`config.mk`:
```
export PLATFORM = sky130hd
export DESIGN_NAME = fcd_host
export DESIGN_NICKNAME = d
export VERILOG_FILES = /design/src/logic/fcd_pkg.sv /design/src/logic/fcd_host.sv
export SDC_FILE = /design/constraint.sdc
export NUM_CORES = 1
export LEC_CHECK = 0
export BUFFER_PORTS_ARGS = -buffer_cell sky130_fd_sc_hd__buf_4
export CAP_MARGIN = 20
export CORE_UTILIZATION = 43
export DETAILED_ROUTE_END_ITERATION = 16
export PLACE_DENSITY = 0.62
export SLEW_MARGIN = 40
export SYNTH_ARGS = -nofsm -noshare
export SYNTH_HDL_FRONTEND = slang
export SYNTH_SLANG_ARGS = --single-unit
```
`constraint.sdc`:
```
create_clock -name clk_sys -period 2.5 [get_ports clk_sys]
set_clock_uncertainty 0.1 [all_clocks]
set_input_delay 0.125 -clock clk_sys [delete_from_list [all_inputs] [get_ports clk_sys]]
set_output_delay 0.125 -clock clk_sys [all_outputs]
set_load 0.05 [all_outputs]
```
`src/logic/fcd_pkg.sv`:
```
// package: command codes, addresses, pin timing for the flash command host
package fcd_pkg;
  localparam int unsigned CLK_PERIOD_NS = 10;
  // bus cycle timing, ns
  localparam int unsigned T_WP_NS   = 40;
  localparam int unsigned T_WPH_NS  = 30;
  localparam int unsigned T_RC_NS   = 70;
  localparam int unsigned T_RP_NS   = 500;
  localparam int unsigned T_RHR_NS  = 50;
  localparam int unsigned T_IDA_NS  = 150;
  localparam int unsigned WP_CYC   = (T_WP_NS + CLK_PERIOD_NS - 1) / CLK_PERIOD_NS;
  localparam int unsigned WPH_CYC  = (T_WPH_NS + CLK_PERIOD_NS - 1) / CLK_PERIOD_NS;
  localparam int unsigned RC_CYC   = (T_RC_NS + CLK_PERIOD_NS - 1) / CLK_PERIOD_NS;
  localparam int unsigned RP_CYC   = (T_RP_NS + CLK_PERIOD_NS - 1) / CLK_PERIOD_NS;
  localparam int unsigned RHR_CYC  = (T_RHR_NS + CLK_PERIOD_NS - 1) / CLK_PERIOD_NS;
  localparam int unsigned IDA_CYC  = (T_IDA_NS + CLK_PERIOD_NS - 1) / CLK_PERIOD_NS;
  localparam int unsigned CNT_W    = 8;

  // command addresses and data
  localparam logic [10:0] A_555 = 11'h555;
  localparam logic [10:0] A_2AA = 11'h2AA;
  localparam logic [10:0] A_55  = 11'h055;
  localparam logic [10:0] A_ANY = 11'h000;
  localparam logic [7:0] D_AA   = 8'hAA;
  localparam logic [7:0] D_55   = 8'h55;
  localparam logic [7:0] D_PROG = 8'hA0;
  localparam logic [7:0] D_ERS  = 8'h80;
  localparam logic [7:0] D_SEC  = 8'h50;
  localparam logic [7:0] D_BLK  = 8'h30;
  localparam logic [7:0] D_CHIP = 8'h10;
  localparam logic [7:0] D_SUSP = 8'hB0;
  localparam logic [7:0] D_RES  = 8'h30;
  localparam logic [7:0] D_SQRY = 8'h88;
  localparam logic [7:0] D_SPRG = 8'hA5;
  localparam logic [7:0] D_SLCK = 8'h85;
  localparam logic [7:0] D_ID   = 8'h90;
  localparam logic [7:0] D_QRY  = 8'h98;
  localparam logic [7:0] D_EXIT = 8'hF0;
  localparam logic [15:0] D_LOCK_WORD = 16'h0000;
  localparam logic [19:0] SECID_LO = 20'h00008;
  localparam logic [19:0] SECID_HI = 20'h00087;
  localparam logic [19:0] SEC_LOCK_ADDR = 20'h000FF;
  localparam int unsigned LOCK_BIT = 3;
  localparam int unsigned SECID_BIT = 3;
  localparam int unsigned SEC_LSB = 11;
  localparam int unsigned BLK_LSB = 15;
  localparam int unsigned BANK_LSB = 18;
  localparam logic [19:0] ID_MAKER_OFS = 20'h00000;
  localparam logic [19:0] ID_PART_OFS  = 20'h00001;
  localparam logic [19:0] QRY_STR_OFS  = 20'h00010;
  localparam logic [19:0] QRY_LAST_OFS = 20'h00034;

  // host opcodes
  typedef enum logic [3:0] {
    FCD_OP_READ, FCD_OP_PROG, FCD_OP_SECT_ERASE, FCD_OP_BLK_ERASE, FCD_OP_CHIP_ERASE,
    FCD_OP_SUSPEND, FCD_OP_RESUME, FCD_OP_SECID_QUERY, FCD_OP_SECID_PROG, FCD_OP_SECID_LOCK,
    FCD_OP_ID_ENTRY, FCD_OP_QRY_ENTRY, FCD_OP_QRY_SHORT, FCD_OP_EXIT_LONG, FCD_OP_EXIT_SHORT,
    FCD_OP_HW_RESET
  } fcd_op_t;

  // one bus write on the pins
  typedef struct packed {
    logic [19:0] addr;
    logic [15:0] data;
  } fcd_wr_t;

  // host request
  typedef struct packed {
    fcd_op_t     op;
    logic [19:0] addr;
    logic [15:0] data;
  } fcd_req_t;
endpackage

```
`src/logic/fcd_host.sv`:
```
// host controller issuing command sequences to the four-bank flash pins
//
// Behaviour
// - program is two unlock writes, A0H, then data
// - sector erase: six writes, sector addr, 50H
// - block erase: six writes, block addr, 30H
// - chip erase: six writes, 555H/10H last
// - suspend B0H, resume 30H, single write
// - secid program: four writes, A5H then data
// - host finishes all four secid writes
// - lock: 555H/85H then 0000H, word mode
// - id entry: two unlocks then bank 90H
// - query entry long or 55H/98H short
// - exit long or single F0H, equivalent
`timescale 1ns/10ps
module fcd_host
  import fcd_pkg::*;
(
  input  wire logic        clk_sys,
  input  wire logic        rst_n,
  input  wire logic        req_valid,
  output logic             req_ready,
  input  wire fcd_req_t    req,
  input  wire logic        byte_mode,
  output logic             rsp_valid,
  output logic [15:0]      rsp_data,
  output logic             busy,
  output logic             dev_ready,
  output logic [19:0]      fl_addr,
  output logic             fl_addr_m1,
  input  wire logic [15:0] fl_dq_i,
  output logic [15:0]      fl_dq_o,
  output logic             fl_dq_oe,
  output logic             fl_ce_n,
  output logic             fl_oe_n,
  output logic             fl_we_n,
  output logic             fl_rst_n,
  output logic             fl_byte_n,
  input  wire logic        ready_busy_n
);

  typedef enum logic [2:0] {
    FCD_IDLE, FCD_WR_LOW, FCD_WR_HIGH, FCD_RD, FCD_RST_LOW, FCD_RST_HIGH
  } fcd_state_t;

  fcd_state_t       state_q;
  fcd_wr_t          seq_q [6];
  logic [2:0]       seq_len_q;
  logic [2:0]       seq_idx_q;
  logic [CNT_W-1:0] cnt_q;
  logic [15:0]      dq_s1_q, dq_s2_q;
  logic             rb_s1_q, rb_s2_q;
  logic             byte_q;

  // build one write from low address and low data byte
  function automatic fcd_wr_t cmd(input logic [19:0] hi, input logic [10:0] a, input logic [7:0] d);
    return '{addr: {hi[19:11], a}, data: {8'h00, d}};
  endfunction

  // sequence length per opcode
  function automatic logic [2:0] op_len(input fcd_op_t op);
    case (op)
      FCD_OP_PROG, FCD_OP_SECID_PROG, FCD_OP_SECID_LOCK: op_len = 3'd4;
      FCD_OP_SECT_ERASE, FCD_OP_BLK_ERASE, FCD_OP_CHIP_ERASE: op_len = 3'd6;
      FCD_OP_SECID_QUERY, FCD_OP_ID_ENTRY, FCD_OP_QRY_ENTRY, FCD_OP_EXIT_LONG: op_len = 3'd3;
      default: op_len = 3'd1;
    endcase
  endfunction

  // pin synchronisers
  always_ff @(posedge clk_sys or negedge rst_n) begin
    if (!rst_n) begin
      dq_s1_q <= 16'h0000;
      dq_s2_q <= 16'h0000;
      rb_s1_q <= 1'b0;
      rb_s2_q <= 1'b0;
    end else begin
      dq_s1_q <= fl_dq_i;
      dq_s2_q <= dq_s1_q;
      rb_s1_q <= ready_busy_n;
      rb_s2_q <= rb_s1_q;
    end
  end

  assign dev_ready = rb_s2_q;
  assign req_ready = (state_q == FCD_IDLE);
  assign busy      = (state_q != FCD_IDLE);
  assign fl_byte_n = ~byte_q;

  // main sequencer
  always_ff @(posedge clk_sys or negedge rst_n) begin
    if (!rst_n) begin
      state_q   <= FCD_IDLE;
      seq_len_q <= 3'd0;
      seq_idx_q <= 3'd0;
      cnt_q     <= '0;
      byte_q    <= 1'b0;
      fl_addr   <= 20'h00000;
      fl_addr_m1 <= 1'b0;
      fl_dq_o   <= 16'h0000;
      fl_dq_oe  <= 1'b0;
      fl_ce_n   <= 1'b1;
      fl_oe_n   <= 1'b1;
      fl_we_n   <= 1'b1;
      fl_rst_n  <= 1'b1;
      rsp_valid <= 1'b0;
      rsp_data  <= 16'h0000;
      for (int i = 0; i < 6; i++) begin
        seq_q[i] <= '0;
      end
    end else begin
      rsp_valid <= 1'b0;
      case (state_q)
        FCD_IDLE: begin
          if (req_valid) begin
            // lock must be issued in word mode
            byte_q <= (req.op == FCD_OP_SECID_LOCK) ? 1'b0 : byte_mode;
            seq_idx_q <= 3'd0;
            seq_len_q <= op_len(req.op);
            cnt_q <= '0;
            // unlock prefix common to most sequences
            seq_q[0] <= cmd(req.addr, A_555, D_AA);
            seq_q[1] <= cmd(req.addr, A_2AA, D_55);
            seq_q[3] <= cmd(req.addr, A_555, D_AA);
            seq_q[4] <= cmd(req.addr, A_2AA, D_55);
            case (req.op)
              FCD_OP_READ: begin
                state_q <= FCD_RD;
              end
              FCD_OP_HW_RESET: begin
                state_q <= FCD_RST_LOW;
              end
              FCD_OP_PROG: begin
                seq_q[2] <= cmd(req.addr, A_555, D_PROG);
                seq_q[3] <= '{addr: req.addr, data: req.data};
                state_q  <= FCD_WR_LOW;
              end
              FCD_OP_SECID_PROG: begin
                // all four writes issued back to back
                seq_q[2] <= cmd(req.addr, A_555, D_SPRG);
                seq_q[3] <= '{addr: req.addr, data: req.data};
                state_q  <= FCD_WR_LOW;
              end
              FCD_OP_SECID_LOCK: begin
                seq_q[2] <= cmd(req.addr, A_555, D_SLCK);
                seq_q[3] <= '{addr: req.addr, data: D_LOCK_WORD};
                state_q  <= FCD_WR_LOW;
              end
              FCD_OP_SECT_ERASE, FCD_OP_BLK_ERASE, FCD_OP_CHIP_ERASE: begin
                seq_q[2] <= cmd(req.addr, A_555, D_ERS);
                if (req.op == FCD_OP_SECT_ERASE) begin
                  seq_q[5] <= '{addr: req.addr, data: {8'h00, D_SEC}};
                end else if (req.op == FCD_OP_BLK_ERASE) begin
                  seq_q[5] <= '{addr: req.addr, data: {8'h00, D_BLK}};
                end else begin
                  seq_q[5] <= cmd(req.addr, A_555, D_CHIP);
                end
                state_q <= FCD_WR_LOW;
              end
              FCD_OP_SUSPEND: begin
                seq_q[0] <= cmd(req.addr, A_ANY, D_SUSP);
                state_q  <= FCD_WR_LOW;
              end
              FCD_OP_RESUME: begin
                seq_q[0] <= cmd(req.addr, A_ANY, D_RES);
                state_q  <= FCD_WR_LOW;
              end
              FCD_OP_SECID_QUERY: begin
                seq_q[2] <= cmd(req.addr, A_555, D_SQRY);
                state_q  <= FCD_WR_LOW;
              end
              FCD_OP_ID_ENTRY: begin
                seq_q[2] <= cmd(req.addr, A_555, D_ID);
                state_q  <= FCD_WR_LOW;
              end
              FCD_OP_QRY_ENTRY: begin
                seq_q[2] <= cmd(req.addr, A_555, D_QRY);
                state_q  <= FCD_WR_LOW;
              end
              FCD_OP_QRY_SHORT: begin
                seq_q[0] <= cmd(req.addr, A_55, D_QRY);
                state_q  <= FCD_WR_LOW;
              end
              FCD_OP_EXIT_LONG: begin
                seq_q[2] <= cmd(req.addr, A_555, D_EXIT);
                state_q  <= FCD_WR_LOW;
              end
              FCD_OP_EXIT_SHORT: begin
                seq_q[0] <= cmd(req.addr, A_ANY, D_EXIT);
                state_q  <= FCD_WR_LOW;
              end
              default: begin
                state_q <= FCD_IDLE;
              end
            endcase
          end
        end
        FCD_WR_LOW: begin
          // write strobe low, address and data held
          fl_addr    <= seq_q[seq_idx_q].addr;
          fl_addr_m1 <= 1'b0;
          fl_dq_o    <= seq_q[seq_idx_q].data;
          fl_dq_oe   <= 1'b1;
          fl_ce_n    <= 1'b0;
          fl_oe_n    <= 1'b1;
          fl_we_n    <= 1'b0;
          cnt_q      <= cnt_q + 1'b1;
          if (cnt_q == CNT_W'(WP_CYC)) begin
            fl_we_n <= 1'b1;
            cnt_q   <= '0;
            state_q <= FCD_WR_HIGH;
          end
        end
        FCD_WR_HIGH: begin
          // strobe high; data held one more write-high period
          fl_ce_n <= 1'b1;
          cnt_q   <= cnt_q + 1'b1;
          if (cnt_q == CNT_W'(WPH_CYC)) begin
            fl_dq_oe <= 1'b0;
            cnt_q    <= '0;
            if (seq_idx_q == seq_len_q - 3'd1) begin
              state_q <= FCD_IDLE;
            end else begin
              seq_idx_q <= seq_idx_q + 3'd1;
              state_q   <= FCD_WR_LOW;
            end
          end
        end
        FCD_RD: begin
          // array, id, query or lock read; wait access plus sync
          fl_addr    <= seq_q[0].addr;
          fl_addr_m1 <= 1'b0;
          fl_dq_oe   <= 1'b0;
          fl_ce_n    <= 1'b0;
          fl_oe_n    <= 1'b0;
          fl_we_n    <= 1'b1;
          cnt_q      <= cnt_q + 1'b1;
          if (cnt_q == CNT_W'(IDA_CYC + 2)) begin
            rsp_data  <= byte_q ? {8'h00, dq_s2_q[7:0]} : dq_s2_q;
            rsp_valid <= 1'b1;
            fl_ce_n   <= 1'b1;
            fl_oe_n   <= 1'b1;
            cnt_q     <= '0;
            state_q   <= FCD_IDLE;
          end
        end
        FCD_RST_LOW: begin
          fl_rst_n <= 1'b0;
          fl_ce_n  <= 1'b1;
          fl_we_n  <= 1'b1;
          fl_oe_n  <= 1'b1;
          fl_dq_oe <= 1'b0;
          cnt_q    <= cnt_q + 1'b1;
          if (cnt_q == CNT_W'(RP_CYC)) begin
            fl_rst_n <= 1'b1;
            cnt_q    <= '0;
            state_q  <= FCD_RST_HIGH;
          end
        end
        FCD_RST_HIGH: begin
          cnt_q <= cnt_q + 1'b1;
          if (cnt_q == CNT_W'(RHR_CYC)) begin
            cnt_q   <= '0;
            state_q <= FCD_IDLE;
          end
        end
        default: begin
          state_q <= FCD_IDLE;
        end
      endcase
      // read requests keep the address in slot 0
      if (state_q == FCD_IDLE && req_valid && req.op == FCD_OP_READ) begin
        seq_q[0] <= '{addr: req.addr, data: 16'h0000};
      end
    end
  end
endmodule

```
==> qor.txt, run 1 <==
CP Cell Sequence - inv_1 -> ha_1 -> or4b_4 -> or2_1 -> or2_1 -> buf_12 -> mux2_4
Post-DP Area - 10600 um2
Final worst path period share - 93.5%
Crit. End Element - register
Avg WL per Cell - 17.2 um
Global-route wire length before repair - 37800 um
Final Max Tran Viols - 0
Top cells by area, synth - dfrtp_1 56%, nand2_1 7.8%, o21ai_0 4.0%
Synth Area in Simple Gates - 14.4%
Setup crit start - cnt_q[1]
Clk_lat worst skew - 0.51 ns
Ys async rst share - 100%
Mapped Area - 9260 um2
Full die area - 22100 um2
N_diodes - 0
Area grow syn2layout - 30.1%
RSZ-0062 raised after global routing - no
Synth cell types - 69
XOR/XNOR share of the synthesized area - 0.716%
Post-synthesis register bit count - 211
Total placed cells including tap cells - 1259
Via Count - 7276
Largest family of logic cells by synthesized area - compound AO/OA/AOI/OAI gates
CTS sink count - 211
Global route overflow - 0
Worst Tran Pin Value - 0.783 ns
Clock transition at path regs - 0.06 ns
Final antenna-violating net count - 0
Multi-input logic area - 3640 um2
IO Pins - 124
Setup TNS - 0 ns
Gr usage total - 21.6%
Main synth FF type - dfrtp_1
Die W - 149 um
Pwr Density - 1170 nW/um2
First DRT Iteration DRCs - 385
Final critical-path required period - 2.34 ns
Initial Util - 43.9%
Routed vias/inst - 5.35
# rows - 53
Initial antenna violation count - 0
Synth Net Count - 952
CP Class - register to register
Final Non-Filler Cells - 1361
Worst reg2reg path depth - 7
Critical-path maximum fanout - 25
Worst path required time - 2.80 ns
Arrival time at the worst endpoint - 2.64 ns
Hold Crit Class - input port to async pin
# port buffers - 122
Top-count cell post-synth - dfrtp_1
Synth cell count leaders - 207 x dfrtp_1, 193 x nand2_1, 74 x o21ai_0
Sequential fraction of the synthesis area - 57.1%
Post-synthesis mux area share - 5.87%
Cts bufs inserted - 24
CTS HTree Levels - 1
Final setup viols - 0
Worst R2R Start - cnt_q[1]
Max incr delay on CP - 0.46 ns
Register Area - 5290 um2
Mapped Cells - 878
Max VDD drop - 676 uV
Dpl hpwl - 15800 um
Die Y - 149 um
Post-layout util - 57.1%
Clk buf depth - 3
DR DRC count - 0
Routed WL - 23400 um
Layout cells sized above 1 - 23.7%
Type of origin of the critical path - register
Reg-to-reg critical path endpoint - rsp_data[7]
Static Leak - 5.66 nW
Most frequent CP cell - or2_1
Core Area - 21100 um2
Final Hold Violating Endpoints - 0
Critical Path End - rsp_data[7]
Finished Cell Area - 12000 um2
Root buf cell - clkbuf_16
First-pass iteration count of the detailed router - 5
Max Clock Freq - 0.428 GHz
Max-slew headroom - 47.6%
Final Total Pwr - 0.0141 W
EDFF count, synth - 0
Fillers - 1877
Yosys warning count - 0
Vias in the first global route - 7196
Syn_area_per_cell - 10.5 um2
Post-synthesis adder-cell area fraction - 1.76%
Critical-path top delay cell - or4b_4
Register-to-Register Setup Slack - 0.16 ns
Outcome - completed
Complex-gate fraction of the synthesized area - 16.5%
CTS tree - done
Area leader, netlist - dfrtp_1
Largest net degree at the start of global routing - 73
RD Place Congestion - 0.843
Max_cap viols - 0
Yosys top cell area share - 56.0%
Layout Nets - 1142
[layout by cell type, fill, tap and decap left out, types with 4 or more instances in the layout]
cell type and count:
nand2b_1 9, a31oi_1 4, dfstp_2 4, clkbuf_8 5, o22a_1 13, mux2_2 26
nand3_1 28, a221oi_1 20, clkbuf_16 24, clkinvlp_4 5, nor2b_1 4, inv_1 18
buf_12 4, a221o_1 4, a22o_1 40, o21ai_0 73, dfrtp_1 207, a21oi_1 17
nor2_1 32, o211ai_1 5, nand2_1 192, ha_1 13, nor4_1 5, dlygate4sd3_1 58
mux2i_1 16, o31ai_1 13, nor3_1 7, clkinv_2 5, buf_4 161
[cells by family after synthesis]
kind of cell,Yosys count
compound gates,217
simple gates,304
xor+xnor,6
buf+inv,79
mux,47
fa+ha+maj,13
other cells,1
flops,211
[routing by layer]
layer / wire length [um] / part of all wire, % / GRT usage (%) / vias to the layer above
met1: 10700 / 46 / 30.2 / 3571
met3: 893 / 3.8 / 2.58 / 38
met4: 525 / 2.2 / 5.93 / 0
met2: 11200 / 48 / 35.3 / 171
met5: 0 / 0 / 0 / -
li1: - / - / - / 3496
[worst min path at each step]
stage                  end  slack (ns)
2_1_floorplan       byte_q       -0.27
3_3_place_gp    dq_s1_q[5]        0.01
3_5_place_dp   dq_s2_q[14]        0.01
6_report        dq_s1_q[5]        0.03
4_1_cts         state_q[2]        0.01
5_1_grt        rsp_data[8]        0.05
[registers in the layout (all words and copies together), names as in the netlist]
signal     flops
seq_idx_q      3
fl_dq_oe       1
fl_addr       20
cnt_q          8
byte_q         1
dev_ready      1
seq_q        101
seq_len_q      3
dq_s1_q       16
fl_ce_n        1
fl_dq_o       16
rb_s1_q        1
rsp_data      16
fl_rst_n       1
dq_s2_q       16
rsp_valid      1
fl_oe_n        1
fl_we_n        1
state_q        3
[what timing repair did]
item / in CTS / in global routing
endpoints found under the setup margin: 0 / 1
endpoints found under the hold margin: 317 / 0
buffers inserted: 0 / 0
resized for setup: 0 / 1
hold buffers: 58 / 0
[layout make-up]
type                    count  share of cell area (%)
repair buffers            224                    15.6
clock inverters            14                    1.23
inverters                  19                   0.592
well taps                 275                    2.86
multi-input cells         588                    30.3
clock buffers              30                    5.51
flip-flops and latches    211                    43.9
[where the power goes]
part | total [W] | switching (W) | internal (W)
sequential | 0.00509 | 0.000661 | 0.00443
combinational | 0.00553 | 0.00336 | 0.00217
clock | 0.00352 | 0.00142 | 0.00210
[through the flow]
stage          worst slack, ns  hold WS, ns
2_1_floorplan           0.0280       -0.271
4_1_cts                  0.171       0.0131
5_1_grt                 0.0173       0.0550
6_report                 0.163       0.0250
3_5_place_dp             0.177       0.0121
3_3_place_gp             0.207      0.00980
[worst max-delay path, delay by kind of cell, from the launching register on]
family / cells / cell delay (ns)
buffers and inverters: 2 / 0.28
adder cells (fa/ha/maj): 1 / 0.17
multiplexers: 1 / 0.30
AND/OR/NAND/NOR: 3 / 0.97
flip-flops: 1 / 0.41
Note: power is estimated with default switching activity, not from simulation.
==> run 2: changes to the inputs <==
CORE_UTILIZATION = 58   (was 43)
PLACE_DENSITY = 0.8   (was 0.62)
==> qor.txt, run 2 (synthesis results as in run 1) <==
Outcome - completed (unchanged)
Multi-input logic area - 3660 um2 (was 3640 um2)
Worst path required time - 2.78 ns (was 2.80 ns)
Reg-to-reg critical path endpoint - state_q[1] (was rsp_data[7])
Hold Crit Class - input port to async pin (unchanged)
Static Leak - 5.62 nW (was 5.66 nW)
Routed WL - 24800 um (was 23400 um)
Global route overflow - 0 (unchanged)
N_diodes - 0 (unchanged)
Crit. End Element - register (unchanged)
Max VDD drop - 685 uV (was 676 uV)
First-pass iteration count of the detailed router - 7 (was 5)
CTS HTree Levels - 1 (unchanged)
Register Area - 5290 um2 (unchanged)
Largest Register - seq_q (unchanged)
CP Class - register to register (unchanged)
Worst Tran Pin Value - 0.877 ns (was 0.783 ns)
Final hold slack - 0.0882 ns (was 0.0250 ns)
Regs by FF count - seq_q x101, fl_addr x20 (unchanged)
CTS tree - done (unchanged)
# port buffers - 122 (unchanged)
Global-route wire length before repair - 39900 um (was 37800 um)
Max Clock Freq - 0.416 GHz (was 0.428 GHz)
Avg WL per Cell - 19.2 um (was 17.2 um)
Total placed cells including tap cells - 1192 (was 1259)
Arrival time at the worst endpoint - 2.68 ns (was 2.64 ns)
Pwr Density - 1180 nW/um2 (was 1170 nW/um2)
Root buf cell - clkbuf_16 (unchanged)
Area grow syn2layout - 28.3% (was 30.1%)
Critical-path maximum fanout - 17 (was 25)
Final antenna-violating net count - 0 (unchanged)
Max FFs per register - 101 (unchanged)
RSZ-0062 raised after global routing - no (unchanged)
Clk buf depth - 3 (unchanged)
Final Total Pwr - 0.0141 W (about the same)
Vias in the first global route - 7634 (was 7196)
DR DRC count - 0 (unchanged)
Dpl hpwl - 15600 um (was 15800 um)
Most frequent cells in the layout - 207 x dfrtp_1, 192 x nand2_1, 159 x buf_4 (was 207 x dfrtp_1, 192 x nand2_1, 161 x buf_4)
Finished Cell Area - 11900 um2 (was 12000 um2)
Final worst path period share - 96.0% (was 93.5%)
First DRT Iteration DRCs - 783 (was 385)
Max-slew headroom - 41.3% (was 47.6%)
Layout Nets - 1138 (was 1142)
Die W - 128 um (was 149 um)
Setup TNS - 0 ns (unchanged)
Gr usage total - 31.4% (was 21.6%)
Worst reg2reg path depth - 6 (was 7)
Largest net degree at the start of global routing - 75 (was 73)
Routed vias/inst - 5.96 (was 5.35)
Initial antenna violation count - 0 (unchanged)
Post-DP Area - 10500 um2 (was 10600 um2)
Via Count - 7687 (was 7276)
Final Max Tran Viols - 0 (unchanged)
# rows - 45 (was 53)
Type of origin of the critical path - register (unchanged)
Final setup viols - 0 (unchanged)
RD Place Congestion - 0.891 (was 0.843)
Layout cells sized above 1 - 23.1% (was 23.7%)
Max_cap viols - 0 (unchanged)
Fillers - 1002 (was 1877)
Register-to-Register Setup Slack - 0.1 ns (was 0.16 ns)
Die Y - 128 um (was 149 um)
Cts bufs inserted - 22 (was 24)
Full die area - 16500 um2 (was 22100 um2)
Clk_lat worst skew - 0.51 ns (about the same)
Worst R2R Start - state_q[2] (was cnt_q[1])
Final Non-Filler Cells - 1290 (was 1361)
Clock transition at path regs - 0.06 ns (about the same)
Final Hold Violating Endpoints - 0 (unchanged)
Initial Util - 60.2% (was 43.9%)
CTS sink count - 211 (unchanged)
Final critical-path required period - 2.40 ns (was 2.34 ns)
IO Pins - 124 (unchanged)
Core Area - 15400 um2 (was 21100 um2)
Commonest non-fill, non-tap cell in the layout - dfrtp_1 (unchanged)
Setup crit start - state_q[2] (was cnt_q[1])
## run 2: changes by cell type in the layout (fill, tap and decap cells not counted), sizes merged
| cell | previous run | this run |
|---|---|---|
| dlygate4sd3 | 58 | 59 |
| clkinvlp | 5 | 0 |
| inv | 19 | 18 |
| buf | 165 | 162 |
| clkinv | 7 | 4 |
| clkbuf | 31 | 35 |
## run 2: how the worst max path moves through the flow
stage | endpoint | slack, ns | depth (start not counted)
after floorplan | seq_q[28] | 0.03 | 7
after global placement | rsp_data[6] | 0.09 | 6
after detailed placement | rsp_data[8] | 0.02 | 7
after CTS | rsp_data[15] | 0.02 | 8
after global routing | rsp_data[12] | 0.03 | 8
final | state_q[1] | 0.1 | 6
## run 2: timing repair
item,in CTS,in global routing
gates resized for setup,0,5
endpoints found under the hold margin,213,0
buffers inserted,0,0
hold buffers,59,0
endpoints found under the setup margin,0,22
## run 2: where the power goes
group          internal (W)  switching, W  total [W]
Combinational       0.00213       0.00346    0.00558
Clock               0.00201       0.00133    0.00334
Sequential          0.00443      0.000710    0.00514
Total               0.00856       0.00549     0.0141
## run 2: stage by stage
| stage | util, % | setup slack (ns) |
|---|---|---|
| floorplan | - | 0.0280 |
| global placement | 68.5 | 0.0944 |
| detailed placement | 68.5 | 0.0234 |
| CTS | 77.2 | 0.0158 |
| global route | 77.3 | 0.0282 |
| finish | 77.3 | 0.0989 |
## run 2: worst max-delay path, cell delays in order (launching register included)
cell	delay (ns)
dfrtp_1	0.68
inv_1	0.26
ha_1	0.26
o21a_1	0.11
o32ai_1	0.41
a21oi_1	0.12
a221o_1	0.34
## run 2: per-layer routing
layer  vias to the layer above  track usage, %  routed length (um)  part of all wire (%)
met3                        62            5.11                1770                   7.1
met1                      3798            42.2               10000                    40
li1                       3476               -                   -                     -
met2                       351            51.7               12200                    49
met4                         0            11.8                 762                   3.1
met5                         -               0                   0                     0
## run 2: cell type report
| class | count | area share [%] |
|---|---|---|
| flip-flops and latches | 211 | 44.5 |
| multi-input cells | 588 | 30.8 |
| repair buffers | 222 | 15.6 |
| clock buffers | 34 | 5.52 |
| well taps | 211 | 2.22 |
| clock inverters | 5 | 0.727 |
| inverters | 19 | 0.600 |
==> run 3: changes to the inputs <==
==> constraint.sdc (replaced) <==
create_clock -name clk_sys -period 2.3 [get_ports clk_sys]
set_clock_uncertainty 0.1 [all_clocks]
set_input_delay 0 -clock clk_sys [delete_from_list [all_inputs] [get_ports clk_sys]]
set_output_delay 0 -clock clk_sys [all_outputs]
set_load 0.05 [all_outputs]
==> qor.txt, run 3 (synthesis results as in run 1) <==
Global-route wire length before repair - 39100 um (was 39900 um)
Via Count - 7728 (was 7687)
Global route overflow - 0 (unchanged)
Routed WL - 24500 um (was 24800 um)
Final antenna-violating net count - 0 (unchanged)
Post-layout util - 78.5% (was 77.3%)
Initial Util - 60.2% (unchanged)
CTS tree - done (unchanged)
Outcome - completed (unchanged)
Final setup viols - 0 (unchanged)
Final critical-path required period - 2.28 ns (was 2.40 ns)
Die W - 128 um (unchanged)
Setup TNS - 0 ns (unchanged)
Max-slew headroom - 46.9% (was 41.3%)
Setup crit start - cnt_q[1] (was state_q[2])
Root buf cell - clkbuf_16 (unchanged)
DR DRC count - 0 (unchanged)
Critical-path top delay cell - or4b_4 (was dfrtp_1)
Max Clock Freq - 0.439 GHz (was 0.416 GHz)
Routed vias/inst - 5.95 (was 5.96)
CP Class - register to register (unchanged)
Clock transition at path regs - 0.07 ns (was 0.06 ns)
Int Pwr - 0.00988 W (was 0.00856 W)
# port buffers - 122 (unchanged)
Reg power frac - 34.9% (was 36.5%)
Initial antenna violation count - 0 (unchanged)
Dpl hpwl - 15200 um (was 15600 um)
Finished Cell Area - 12100 um2 (was 11900 um2)
Final Hold Violating Endpoints - 0 (unchanged)
Switching fraction of total power - 38.0% (was 39.1%)
# rows - 45 (unchanged)
Most frequent cells in the layout - 207 x dfrtp_1, 192 x nand2_1, 165 x buf_4 (was 207 x dfrtp_1, 192 x nand2_1, 159 x buf_4)
Vias in the first global route - 7606 (was 7634)
Commonest non-fill, non-tap cell in the layout - dfrtp_1 (unchanged)
Clk_lat worst skew - 0.50 ns (was 0.51 ns)
Hold Crit Class - input port to register (was input port to async pin)
Area grow syn2layout - 30.3% (was 28.3%)
Register-to-Register Setup Slack - 0.02 ns (was 0.1 ns)
CP Cell Sequence - inv_2 -> ha_2 -> or4b_4 -> or2_4 -> or2_4 -> mux2_4 (was inv_1 -> ha_1 -> o21a_1 -> o32ai_1 -> a21oi_1 -> a221o_1)
Max_cap viols - 0 (unchanged)
Die Y - 128 um (unchanged)
Core Area - 15400 um2 (unchanged)
Full die area - 16500 um2 (unchanged)
Max VDD drop - 672 uV (was 685 uV)
Final hold slack - 0.0440 ns (was 0.0882 ns)
Cts bufs inserted - 22 (unchanged)
Comb pwr share - 39.5% (was 39.7%)
Reg-to-reg critical path endpoint - rsp_data[6] (was state_q[1])
Worst Hold Path EP - seq_q[5]
N_diodes - 0 (unchanged)
Crit. End Element - register (unchanged)
Final Max Tran Viols - 0 (unchanged)
First DRT Iteration DRCs - 799 (was 783)
IO Pins - 124 (unchanged)
Max incr delay on CP - 0.46 ns (was 0.68 ns)
Max FFs per register - 101 (unchanged)
Clk buf depth - 3 (unchanged)
Worst R2R Start - cnt_q[1] (was state_q[2])
Static Leak - 5.72 nW (was 5.62 nW)
Worst reg2reg path depth - 6 (unchanged)
Arrival time at the worst endpoint - 2.56 ns (was 2.68 ns)
Post-DP Area - 10600 um2 (was 10500 um2)
Register Area - 5290 um2 (unchanged)
Avg WL per Cell - 18.9 um (was 19.2 um)
First-pass iteration count of the detailed router - 5 (was 7)
Critical-path maximum fanout - 25 (was 17)
Fillers - 986 (was 1002)
Worst path required time - 2.58 ns (was 2.78 ns)
Worst Tran Pin Value - 0.793 ns (was 0.877 ns)
CTS sink count - 211 (unchanged)
CTS HTree Levels - 1 (unchanged)
Layout cells sized above 1 - 24.3% (was 23.1%)
Gr usage total - 30.5% (was 31.4%)
Multi-input logic area - 3670 um2 (was 3660 um2)
Most frequent CP cell - or2_4
Clock power share - 25.6% (was 23.7%)
Hold Path Depth - 4
Net Sw Power - 0.00607 W (was 0.00549 W)
Largest net degree at the start of global routing - 73 (was 75)
Final worst path period share - 99.1% (was 96.0%)
HP Start - req[36]
Type of origin of the critical path - register (unchanged)
RD Place Congestion - 0.896 (was 0.891)
Largest Register - seq_q (unchanged)
Regs by FF count - seq_q x101, fl_addr x20 (unchanged)
Layout Nets - 1146 (was 1138)
Pwr Density - 1320 nW/um2 (was 1180 nW/um2)
==> run 3: what timing repair did <==
action | CTS | global route
endpoints found under the hold margin | 325 | 0
hold buffers | 60 | 0
buffers inserted | 0 | 1
pin swaps | 0 | 1
setup endpoints to repair | 3 | 17
gates resized for setup | 2 | 6
==> run 3: stage by stage <==
stage                     setup WS (ns)  std cells  power, W
after global routing            -0.0362       1299    0.0167
after detailed placement        0.00177       1199    0.0116
after floorplan                 -0.0456        878   0.00958
after global placement           0.0891       1199    0.0114
final                            0.0201       1299    0.0159
after CTS                        0.0103       1299    0.0158
==> run 3: worst max-delay path: cells and delay by family (launching register included) <==
family / cells / cell delay, ns
flip-flops: 1 / 0.41
AND/OR/NAND/NOR: 3 / 1.06
multiplexers: 1 / 0.33
adder cells (fa/ha/maj): 1 / 0.17
buffers and inverters: 1 / 0.08
==> run 3: power groups by stage <==
stage          registers [W]  logic, W  clock network [W]
2_1_floorplan        0.00623   0.00335                  0
3_3_place_gp         0.00553   0.00588                  0
3_5_place_dp         0.00558   0.00605                  0
4_1_cts              0.00553   0.00621            0.00410
5_1_grt              0.00566   0.00676            0.00428
6_report             0.00557   0.00629            0.00409
==> run 3: worst max-delay path by stage <==
stage,endpoint
after floorplan,seq_q[5]
after global placement,rsp_data[6]
after detailed placement,rsp_data[6]
after CTS,rsp_data[6]
after global routing,rsp_data[6]
final,rsp_data[6]
==> run 3: final cells by class <==
cell class | count | share of cell area (%)
clock inverters | 12 | 1.77
clock buffers | 28 | 5.18
well taps | 211 | 2.19
multi-input cells | 588 | 30.4
inverters | 19 | 0.591
repair buffers | 230 | 16.0
flip-flops and latches | 211 | 43.8
==> run 3: layer usage <==
metal,global-route usage [%],routed length [um],part of all wire (%),up-vias
met5,0,0,0,-
met2,49.6,11900,48,353
li1,-,-,-,3496
met4,10.0,629,2.6,0
met1,41.9,10300,42,3820
met3,5.45,1750,7.1,59
